[src/common/adcctl_pkg.sv]
// Purpose: constants for the converter control block
// Assumes: 8-bit registers on a plain strobe port
// Notes:   register indices are word offsets of this block
package adcctl_pkg;
  // register indices
  localparam logic [2:0] ADR_CTRL0  = 3'h0;
  localparam logic [2:0] ADR_CFG1   = 3'h1;
  localparam logic [2:0] ADR_RES_LO = 3'h2;
  localparam logic [2:0] ADR_RES_HI = 3'h3;
  localparam logic [2:0] ADR_PFS_LO = 3'h4;
  localparam logic [2:0] ADR_PFS_HI = 3'h5;
  localparam logic [2:0] ADR_INTCTL = 3'h6;
  // first control register fields
  localparam int CTRL0_START = 7;
  localparam int CTRL0_BUSY  = 6;
  localparam int CTRL0_POFF  = 5;
  localparam int CTRL0_CHTOP = 4;
  // second configuration register fields
  localparam int CFG1_REFEN  = 6;
  localparam int CFG1_ALIGN  = 5;
  localparam int CFG1_REFSH  = 4;
  localparam int CFG1_REFSL  = 3;
  localparam int CFG1_DIVH   = 2;
  // interrupt control fields
  localparam int INT_GIE     = 0;
  localparam int INT_CIE     = 1;
  localparam int INT_FLAG    = 2;
  // reset values
  localparam logic [7:0] CTRL0_RST  = 8'h60;
  localparam logic [6:0] CFG1_RST   = 7'h00;
  // reference select codes
  localparam logic [1:0] REF_SUPPLY = 2'h0;
  localparam logic [1:0] REF_EXTPIN = 2'h1;
  // conversion clock
  localparam logic [2:0] DIV_SUBCLK = 3'h7;
  localparam logic [4:0] CONV_CLKS  = 5'h10;
  localparam int         DIV_W      = 6;
  typedef enum logic [1:0] {
    ADCCTL_IDLE_S  = 2'b00,
    ADCCTL_RESET_S = 2'b01,
    ADCCTL_CONV_S  = 2'b11
  } adcctl_state_t;
endpackage

[src/verilog/adcctl_top.sv]
// Purpose: control and sequencing around one successive-approx converter
// Assumes: 125 MHz clock, sub clock arrives asynchronously on a pin
// Notes:   analog core supplies the 12-bit result on core_result_in
//
// Function
// RULE1 - enable bit switches bandgap for converter
// RULE2 - bandgap off when no user needs it
// RULE3 - alignment bit picks left or right result
// RULE4 - two-bit field selects converter reference
// RULE5 - external reference code claims shared pin
// RULE6 - divider code picks sysclk division or subclk
// RULE7 - start low-high-low begins one conversion
// RULE8 - start held high resets, busy forced
// RULE9 - busy clears on finish, read only
// RULE10 - finish sets request flag, interrupt if enabled
// RULE11 - software polls busy before reading result
// RULE12 - software keeps clock period in range
// RULE13 - software waits settling after power on
// RULE14 - software waits reference settling time
// RULE15 - analog pin drops other functions, pullups
// RULE16 - analog selection overrides port direction
// RULE17 - software clears start before sequence
// RULE18 - software sets both interrupt enables
// RULE19 - config bit seven reads zero, others reset
// RULE20 - software powers converter off when unused
// RULE21 - conversion lasts sixteen conversion clocks
// RULE22 - power-off bit powers converter down
// RULE23 - channel top bit routes bandgap to input
// RULE24 - unused result bits read as zero
// RULE25 - result loads with busy clear
//
// Strobed register access and the placing of the registers are this design's own decisions.
`timescale 1ns/1ps
module adcctl_top
  import adcctl_pkg::*;
#(
  parameter int PINS = 16
) (
  input  wire logic            clock_in,
  input  wire logic            reset_in,
  input  wire logic [2:0]      addr_in,
  input  wire logic [7:0]      wdata_in,
  input  wire logic            wr_in,
  input  wire logic            rd_in,
  output logic      [7:0]      rdata_out,
  input  wire logic            sub_clock_in,
  input  wire logic [11:0]     core_result_in,
  input  wire logic            low_voltage_monitors_in,
  input  wire logic [PINS-1:0] port_direction_control_in,
  input  wire logic [PINS-1:0] pullup_enable_in,
  output logic                 core_reset_out,
  output logic                 core_clock_en_out,
  output logic                 core_sample_out,
  output logic                 core_power_out,
  output logic                 bandgap_on_out,
  output logic [1:0]           ref_source_out,
  output logic                 ref_pin_claim_out,
  output logic                 bandgap_to_input_out,
  output logic [3:0]           channel_out,
  output logic [PINS-1:0]      pin_analog_out,
  output logic [PINS-1:0]      pin_input_only_out,
  output logic [PINS-1:0]      pin_pullup_out,
  output logic                 irq_out
);

  ////////////////////////////////////////////////////////////////////////////
  // registers
  logic [7:0]      ctrl0_reg;
  logic [6:0]      cfg1_reg;
  logic [11:0]     result_reg;
  logic [PINS-1:0] pfs_reg;
  logic [2:0]      int_reg;
  logic [DIV_W-1:0] div_reg;
  logic [4:0]      cnt_reg;
  logic            sub_s1_reg;
  logic            sub_s2_reg;
  logic            sub_s3_reg;
  adcctl_state_t   state_reg;
  adcctl_state_t   state_next;

  wire start_bit  = ctrl0_reg[CTRL0_START];
  wire power_off  = ctrl0_reg[CTRL0_POFF];
  wire align_bit  = cfg1_reg[CFG1_ALIGN];
  wire [1:0] ref_sel  = cfg1_reg[CFG1_REFSH:CFG1_REFSL];
  wire [2:0] div_sel  = cfg1_reg[CFG1_DIVH:0];
  wire wr_ctrl0   = wr_in && addr_in == ADR_CTRL0;
  wire wr_cfg1    = wr_in && addr_in == ADR_CFG1;
  wire wr_int     = wr_in && addr_in == ADR_INTCTL;
  wire new_start  = wdata_in[CTRL0_START];

  ////////////////////////////////////////////////////////////////////////////
  // conversion clock enable
  // RULE6 divider tap
  // a divide-by-2^k enable fires when the low k counter bits are all ones
  wire [DIV_W-1:0] div_mask = DIV_W'((7'h01 << div_sel) - 7'h01);
  wire div_tick   = (div_reg & div_mask) == div_mask;
  // sub clock edge is read only after the second synchroniser stage
  wire sub_tick   = sub_s2_reg && !sub_s3_reg;
  wire conv_tick  = (div_sel == DIV_SUBCLK) ? sub_tick : div_tick;

  always_ff @(posedge clock_in) begin
    if (reset_in) begin
      div_reg    <= '0;
      sub_s1_reg <= 1'b0;
      sub_s2_reg <= 1'b0;
      sub_s3_reg <= 1'b0;
    end else begin
      div_reg    <= div_reg + DIV_W'(1);
      sub_s1_reg <= sub_clock_in;
      sub_s2_reg <= sub_s1_reg;
      sub_s3_reg <= sub_s2_reg;
    end
  end

  ////////////////////////////////////////////////////////////////////////////
  // start sequencing
  wire conv_last = conv_tick && cnt_reg == CONV_CLKS - 5'h01;
  // RULE7 falling start edge
  wire start_fall = wr_ctrl0 && start_bit && !new_start;
  // RULE8 rising start edge
  wire start_rise = wr_ctrl0 && !start_bit && new_start;

  always_comb begin
    state_next = state_reg;
    unique case (state_reg)
      ADCCTL_IDLE_S:  if (start_rise) state_next = ADCCTL_RESET_S;
      ADCCTL_RESET_S: if (start_fall) state_next = ADCCTL_CONV_S;
      ADCCTL_CONV_S: begin
        if (start_rise) state_next = ADCCTL_RESET_S;
        else if (conv_last) state_next = ADCCTL_IDLE_S;
      end
      default:        state_next = ADCCTL_IDLE_S;
    endcase
  end

  // RULE21 sixteen-clock count
  always_ff @(posedge clock_in) begin
    if (reset_in) begin
      state_reg <= ADCCTL_IDLE_S;
      cnt_reg   <= '0;
    end else begin
      state_reg <= state_next;
      if (state_reg != ADCCTL_CONV_S) cnt_reg <= '0;
      else if (conv_tick) cnt_reg <= cnt_reg + 5'h01;
    end
  end

  wire conv_done = state_reg == ADCCTL_CONV_S && conv_last && !start_rise;

  ////////////////////////////////////////////////////////////////////////////
  // register writes
  // RULE9 busy set and clear
  wire busy_next = start_rise ? 1'b1 : (conv_done ? 1'b0 :
                   ctrl0_reg[CTRL0_BUSY]);

  always_ff @(posedge clock_in) begin
    if (reset_in) begin
      ctrl0_reg <= CTRL0_RST;
      cfg1_reg  <= CFG1_RST;
      pfs_reg   <= '0;
    end else begin
      ctrl0_reg[CTRL0_BUSY] <= busy_next;
      if (wr_ctrl0) begin
        ctrl0_reg[CTRL0_START] <= new_start;
        ctrl0_reg[CTRL0_POFF:0] <= wdata_in[CTRL0_POFF:0];
      end
      // RULE19 bit seven dropped
      if (wr_cfg1) cfg1_reg <= wdata_in[6:0];
      if (wr_in && addr_in == ADR_PFS_LO) pfs_reg[7:0] <= wdata_in;
      if (wr_in && addr_in == ADR_PFS_HI) pfs_reg[PINS-1:8] <= wdata_in;
    end
  end

  // RULE25 result with busy clear
  always_ff @(posedge clock_in) begin
    if (reset_in) result_reg <= '0;
    else if (conv_done) result_reg <= core_result_in;
  end

  // RULE10 request flag set wins
  wire flag_clr  = wr_int && !wdata_in[INT_FLAG];
  wire flag_next = conv_done || (int_reg[INT_FLAG] && !flag_clr);

  always_ff @(posedge clock_in) begin
    if (reset_in) begin
      int_reg <= '0;
      irq_out <= 1'b0;
    end else begin
      if (wr_int) int_reg[INT_CIE:INT_GIE] <= wdata_in[INT_CIE:INT_GIE];
      int_reg[INT_FLAG] <= flag_next;
      // RULE10 interrupt gated by enables
      irq_out <= flag_next && int_reg[INT_GIE] && int_reg[INT_CIE];
    end
  end

  ////////////////////////////////////////////////////////////////////////////
  // read port
  // RULE3 alignment
  // RULE24 unused bits zero
  wire [7:0] res_lo = align_bit ? result_reg[7:0] : {result_reg[3:0], 4'h0};
  wire [7:0] res_hi = align_bit ? {4'h0, result_reg[11:8]} :
                      result_reg[11:4];
  logic [7:0] rd_mux;
  always_comb begin
    unique case (addr_in)
      ADR_CTRL0:  rd_mux = ctrl0_reg;
      // RULE19 bit seven reads zero
      ADR_CFG1:   rd_mux = {1'b0, cfg1_reg};
      ADR_RES_LO: rd_mux = res_lo;
      ADR_RES_HI: rd_mux = res_hi;
      ADR_PFS_LO: rd_mux = pfs_reg[7:0];
      ADR_PFS_HI: rd_mux = pfs_reg[PINS-1:8];
      ADR_INTCTL: rd_mux = {5'h00, int_reg};
      default:    rd_mux = 8'h00;
    endcase
  end

  always_ff @(posedge clock_in) begin
    if (reset_in) rdata_out <= 8'h00;
    else rdata_out <= rd_in ? rd_mux : 8'h00;
  end

  ////////////////////////////////////////////////////////////////////////////
  // analog side controls
  // RULE1 converter use of bandgap
  wire ref_used = cfg1_reg[CFG1_REFEN] || ref_sel[1];
  // RULE2 auto power down
  wire bg_on    = ref_used || low_voltage_monitors_in;
  // RULE15 analog pins lose pullups
  // RULE16 direction overridden
  wire [PINS-1:0] pull_next = pullup_enable_in & ~pfs_reg;
  wire [PINS-1:0] inonly    = pfs_reg | port_direction_control_in;

  always_ff @(posedge clock_in) begin
    if (reset_in) begin
      core_reset_out       <= 1'b0;
      core_clock_en_out    <= 1'b0;
      core_sample_out      <= 1'b0;
      core_power_out       <= 1'b0;
      bandgap_on_out       <= 1'b0;
      ref_source_out       <= REF_SUPPLY;
      ref_pin_claim_out    <= 1'b0;
      bandgap_to_input_out <= 1'b0;
      channel_out          <= '0;
      pin_analog_out       <= '0;
      pin_input_only_out   <= '0;
      pin_pullup_out       <= '0;
    end else begin
      // RULE8 converter held in reset
      core_reset_out       <= state_reg == ADCCTL_RESET_S;
      core_clock_en_out    <= state_reg == ADCCTL_CONV_S && conv_tick;
      core_sample_out      <= conv_done;
      // RULE22 power control
      core_power_out       <= !power_off;
      bandgap_on_out       <= bg_on;
      // RULE4 reference choice
      ref_source_out       <= ref_sel;
      // RULE5 shared pin claim
      ref_pin_claim_out    <= ref_sel == REF_EXTPIN;
      // RULE23 bandgap to input
      bandgap_to_input_out <= ctrl0_reg[CTRL0_CHTOP];
      channel_out          <= ctrl0_reg[3:0];
      pin_analog_out       <= pfs_reg;
      pin_input_only_out   <= inonly;
      pin_pullup_out       <= pull_next;
    end
  end

  ////////////////////////////////////////////////////////////////////////////
  // checks
  property p_busy_on_rise;
    @(posedge clock_in) disable iff (reset_in)
    start_rise |=> ctrl0_reg[CTRL0_BUSY] ##1 core_reset_out;
  endproperty
  a_busy_on_rise: assert property (p_busy_on_rise) // RULE8
    else $error("busy or core reset missing after start rise");

  property p_fall_converts;
    @(posedge clock_in) disable iff (reset_in)
    (state_reg == ADCCTL_RESET_S && start_fall) |=>
      state_reg == ADCCTL_CONV_S;
  endproperty
  a_fall_converts: assert property (p_fall_converts) // RULE7
    else $error("falling start did not begin conversion");

  property p_done_clears;
    @(posedge clock_in) disable iff (reset_in)
    conv_done |=> !ctrl0_reg[CTRL0_BUSY] && result_reg == $past(core_result_in)
      && int_reg[INT_FLAG];
  endproperty
  a_done_clears: assert property (p_done_clears) // RULE9
    else $error("done did not clear busy, load result, set flag");

  property p_sixteen;
    @(posedge clock_in) disable iff (reset_in)
    (state_reg == ADCCTL_CONV_S && cnt_reg == 5'h00 && div_sel == 3'h0)
      |-> ##15 conv_done;
  endproperty
  a_sixteen: assert property (p_sixteen) // RULE21
    else $error("conversion ended at wrong count");

  property p_bit7_zero;
    @(posedge clock_in) disable iff (reset_in)
    (rd_in && addr_in == ADR_CFG1) |=> !rdata_out[7];
  endproperty
  a_bit7_zero: assert property (p_bit7_zero) // RULE19
    else $error("config bit seven read nonzero");

  property p_align;
    @(posedge clock_in) disable iff (reset_in)
    (rd_in && addr_in == ADR_RES_HI && align_bit) |=> rdata_out[7:4] == 4'h0;
  endproperty
  a_align: assert property (p_align) // RULE24
    else $error("right aligned high byte has nonzero top bits");

  property p_extpin;
    @(posedge clock_in) disable iff (reset_in)
    (ref_sel == REF_EXTPIN) |=> ref_pin_claim_out;
  endproperty
  a_extpin: assert property (p_extpin) // RULE5
    else $error("external reference pin not claimed");

  property p_pullup;
    @(posedge clock_in) disable iff (reset_in)
    ##1 (pin_pullup_out & pin_analog_out) == '0;
  endproperty
  a_pullup: assert property (p_pullup) // RULE15
    else $error("pullup left on analog pin");
endmodule

[config.mk]
export PLATFORM = sky130hd
export DESIGN_NAME = adcctl_top
export DESIGN_NICKNAME = d
export VERILOG_FILES = /design/src/common/adcctl_pkg.sv /design/src/verilog/adcctl_top.sv
export SDC_FILE = /design/constraint.sdc
export NUM_CORES = 1
export LEC_CHECK = 0
export BUFFER_PORTS_ARGS = -buffer_cell sky130_fd_sc_hd__buf_2
export CORE_MARGIN = 2
export CORE_UTILIZATION = 52
export CTS_CLUSTER_DIAMETER = 150
export DETAILED_ROUTE_END_ITERATION = 16
export PLACE_DENSITY = 0.79
export SKIP_CTS_REPAIR_TIMING = 1
export SLEW_MARGIN = 20
export SYNTH_ARGS = -nofsm -noshare
export SYNTH_HDL_FRONTEND = slang
export SYNTH_SLANG_ARGS = --single-unit
[constraint.sdc]
create_clock -name clock_in -period 3 [get_ports clock_in]
set_input_delay 0.3 -clock clock_in [delete_from_list [all_inputs] [get_ports clock_in]]
set_output_delay 0.3 -clock clock_in [all_outputs]
set_load 0.01 [all_outputs]
==> impl_results.md <==
- Outcome: finished, violations left
- Failing checks: hold timing
- Simple-gate share of the synthesized area: around 24%
- Worst skew pair latency: between 0.5 and 0.6 ns
- EDFF count, synth: 0
- Clk root buf: clkbuf_8
- CP Max Fanout: 37
- Share of cells above drive strength 1: about 30%
- Clk slew on worst S/H paths: ~0.060 ns
- Hold Path Class: in -> reg
- CP endpoint kind: register
- Syn_nets: 600
- 1st-pass router iterations: 5
- PwrDens: 654 nW/um^2
- Pwr Total: roughly 4.2 mW
- CTS tree: yes
- Synthesized area: a little over 5000 um^2
- Share of the synthesized area in the top cell type: 51.8%
- Final max-slew violation count: 0
- Maximum clock rate: approximately 0.41 GHz
- Final Wtd Congestion: ~0.86
- Min Tclk post-route: 2.45 ns
- First-pass GRT wire length: roughly 19000 um
- Chip width: 103 um
- Commonest cells after routing, fill and taps aside: dfxtp_1 (132), buf_2 (129), nand2_1 (72), nor2_1 (68), a21oi_1 (42)
- CP Class: reg -> reg
- Vias: 4258
- Critical path arrival: slightly below 3 ns
- Slew headroom: about three fifths
- Pleak: 2.69 nW
- Fin. Hold Viols: 7
- Final core occ: about 67%
- Final setup violation count: 0
- Most common cell after layout, fill and taps aside: dfxtp_1
- Maximum vdd drop: between 0.0003 and 0.0004 V
- Max clock buf depth: 2
- Chip Height: about 100 um
- Gr ovfl total: 0
- H-tree levels: 4
- Synthesized-area fraction occupied by ao, oa, aoi and oai cells: a little under an eighth
- Initial DRC count: 264
- Distinct cell type count after synthesis: 53
- Core area: approximately 9600 um^2
- Drt total wl: approximately 12000 um
- Cell taking the most area after synthesis: dfxtp_1
- Largest family of logic cells by synthesized area: simple AND/OR/NAND/NOR gates
- CP Data Required Time: 3.45 ns
- Initial antenna violation count: 0
- Post-synthesis sequential area ratio: between 50% and 60%
- Worst slew pin tran: approximately 0.63 ns
- Wirelength per Cell: ~15 um
- Total negative slack: 0 ns
- Vias in the first global route: between 3000 and 4000
- Total CTS buffers: 17
- Critical Path Source Type: register
- Yosys reg bits: about 130
- Share of flip-flops with an asynchronous set or reset: 0%
- Clk_skew: around 0.010 ns
- Ys Warns: 0
- Worst hold margin: -0.0109 ns
- Area Growth Syn to Fin: 27.3%
- Mux cell area share after synthesis: 6.40%
- Placed insts: ~780
- Top Ports: approximately 130
- Post-Syn Instances: 535
- Post-route insts no fill: ~820
- Residual DRC: 0
- Post-DP HPWL: just over 8000 um
- Die area: roughly 11000 um^2
- Final nets: 734
- Largest cells by area after synthesis: dfxtp_1 (52%), nand2_1 (5.3%), nor2_1 (5.0%), nor2b_1 (4.3%), a21oi_1 (4.1%)
- GR Util All Layers: ~23%
- Starting Density: 52.9%
- Post-synthesis xor/xnor area fraction: 0.858%
- Syn_area_per_cell: between 9 and 10 um^2
- Period utilization: between 80% and 90%
- CTS Sinks: between 100 and 150
- Final ANT Viol Nets: 0
- # rows: 36
- Max Cap Viol: 0
- RSZ-0062 raised after global routing: no
- I/O Buffers: 130
- Vias per std cell: between 5 and 6
- Largest net degree at the start of global routing: 65
- Antenna cell count: 0
- Top_reg_cell synth: dfxtp_1
- Adder-cell share of the synthesized area: 0.981%
- Fillers: roughly 790
==> through the flow <==
step / instance area, um^2 / setup slack, ns
after floorplan: 5100 / 0.840
after global placement: 5800 / 0.658
after detailed placement: 5800 / 0.578
after CTS: 6420 / 0.551
after global routing: 6490 / 0.403
final: 6490 / 0.554
==> cell families (layout without fill, tap and decap cells) <==
| logic type | after synthesis | in the layout |
|---|---|---|
| buf+inv | 36 | 183 |
| fa+ha+maj | 4 | 4 |
| mux | 26 | 26 |
| compound gates | 94 | 94 |
| flops | 132 | 132 |
| xor+xnor | 5 | 5 |
| simple gates | 238 | 238 |
==> worst max-delay path, stage by stage (launching register included) <==
cell,delay [ns]
dfxtp_1,0.40
or3_1,0.38
ha_1,0.28
o22ai_1,0.09
a221oi_2,0.27
a21oi_4,0.08
buf_4,0.24
or3b_2,0.49
a21oi_1,0.13
==> path summary, 6_finish.rpt <==
check	from	end	slack, ns	cells past startpoint
worst min register to register	sub_s1_reg$_SDFF_PP0_	sub_s2_reg$_SDFF_PP0_	0.44	1
worst max-delay path	cfg1_reg[1]$_SDFFE_PP0P_	result_reg[0]$_SDFFE_PP0P_	0.55	8
worst min-delay path	port_direction_control_in[8]	pin_input_only_out[8]$_SDFF_PP0_	-0.01	3
worst max register to register	cfg1_reg[1]$_SDFFE_PP0P_	result_reg[0]$_SDFFE_PP0P_	0.55	8
==> layer usage <==
| layer | track usage [%] | part of all wire, % | routed length, um | vias to the layer above |
|---|---|---|---|---|
| met5 | 0 | 0 | 0 | - |
| met4 | 8.81 | 1.8 | 216 | 0 |
| met3 | 6.98 | 8.2 | 990 | 23 |
| met2 | 36.7 | 47 | 5680 | 200 |
| met1 | 29.8 | 43 | 5230 | 1952 |
| li1 | - | - | - | 2083 |
==> synth_stat cells (3+ instances only) <==
master	n
nand3b_1	6
o21ai_0	13
ha_1	4
nand2b_1	6
a21oi_2	6
or3b_1	6
nand3_1	5
a21oi_1	42
mux2_2	3
clkbuf_1	17
or3_1	3
mux4_2	5
xor2_1	3
dfxtp_1	132
buf_6	4
o211ai_1	3
nor3_1	3
buf_1	3
nor2b_1	35
nor2_1	68
o21ai_1	14
nand2_1	72
nor3b_1	18
mux2i_1	18
or3b_2	6
inv_1	5
==> layout make-up <==
class	count	area, um^2	area share [%]
well taps	133	166	2.56
flip-flops and latches	132	2640	40.7
clock buffers	22	483	7.44
repair buffers	146	791	12.2
multi-input cells	367	2250	34.6
clock inverters	10	144	2.22
inverters	5	18.8	0.289
==> where the power goes <==
part           switching [mW]  internal, mW  leakage, nW
clock                   0.761          1.38        0.300
combinational           0.160         0.120         1.31
sequential             0.0257          1.80         1.08
Power figures use the tool's default switching activity.
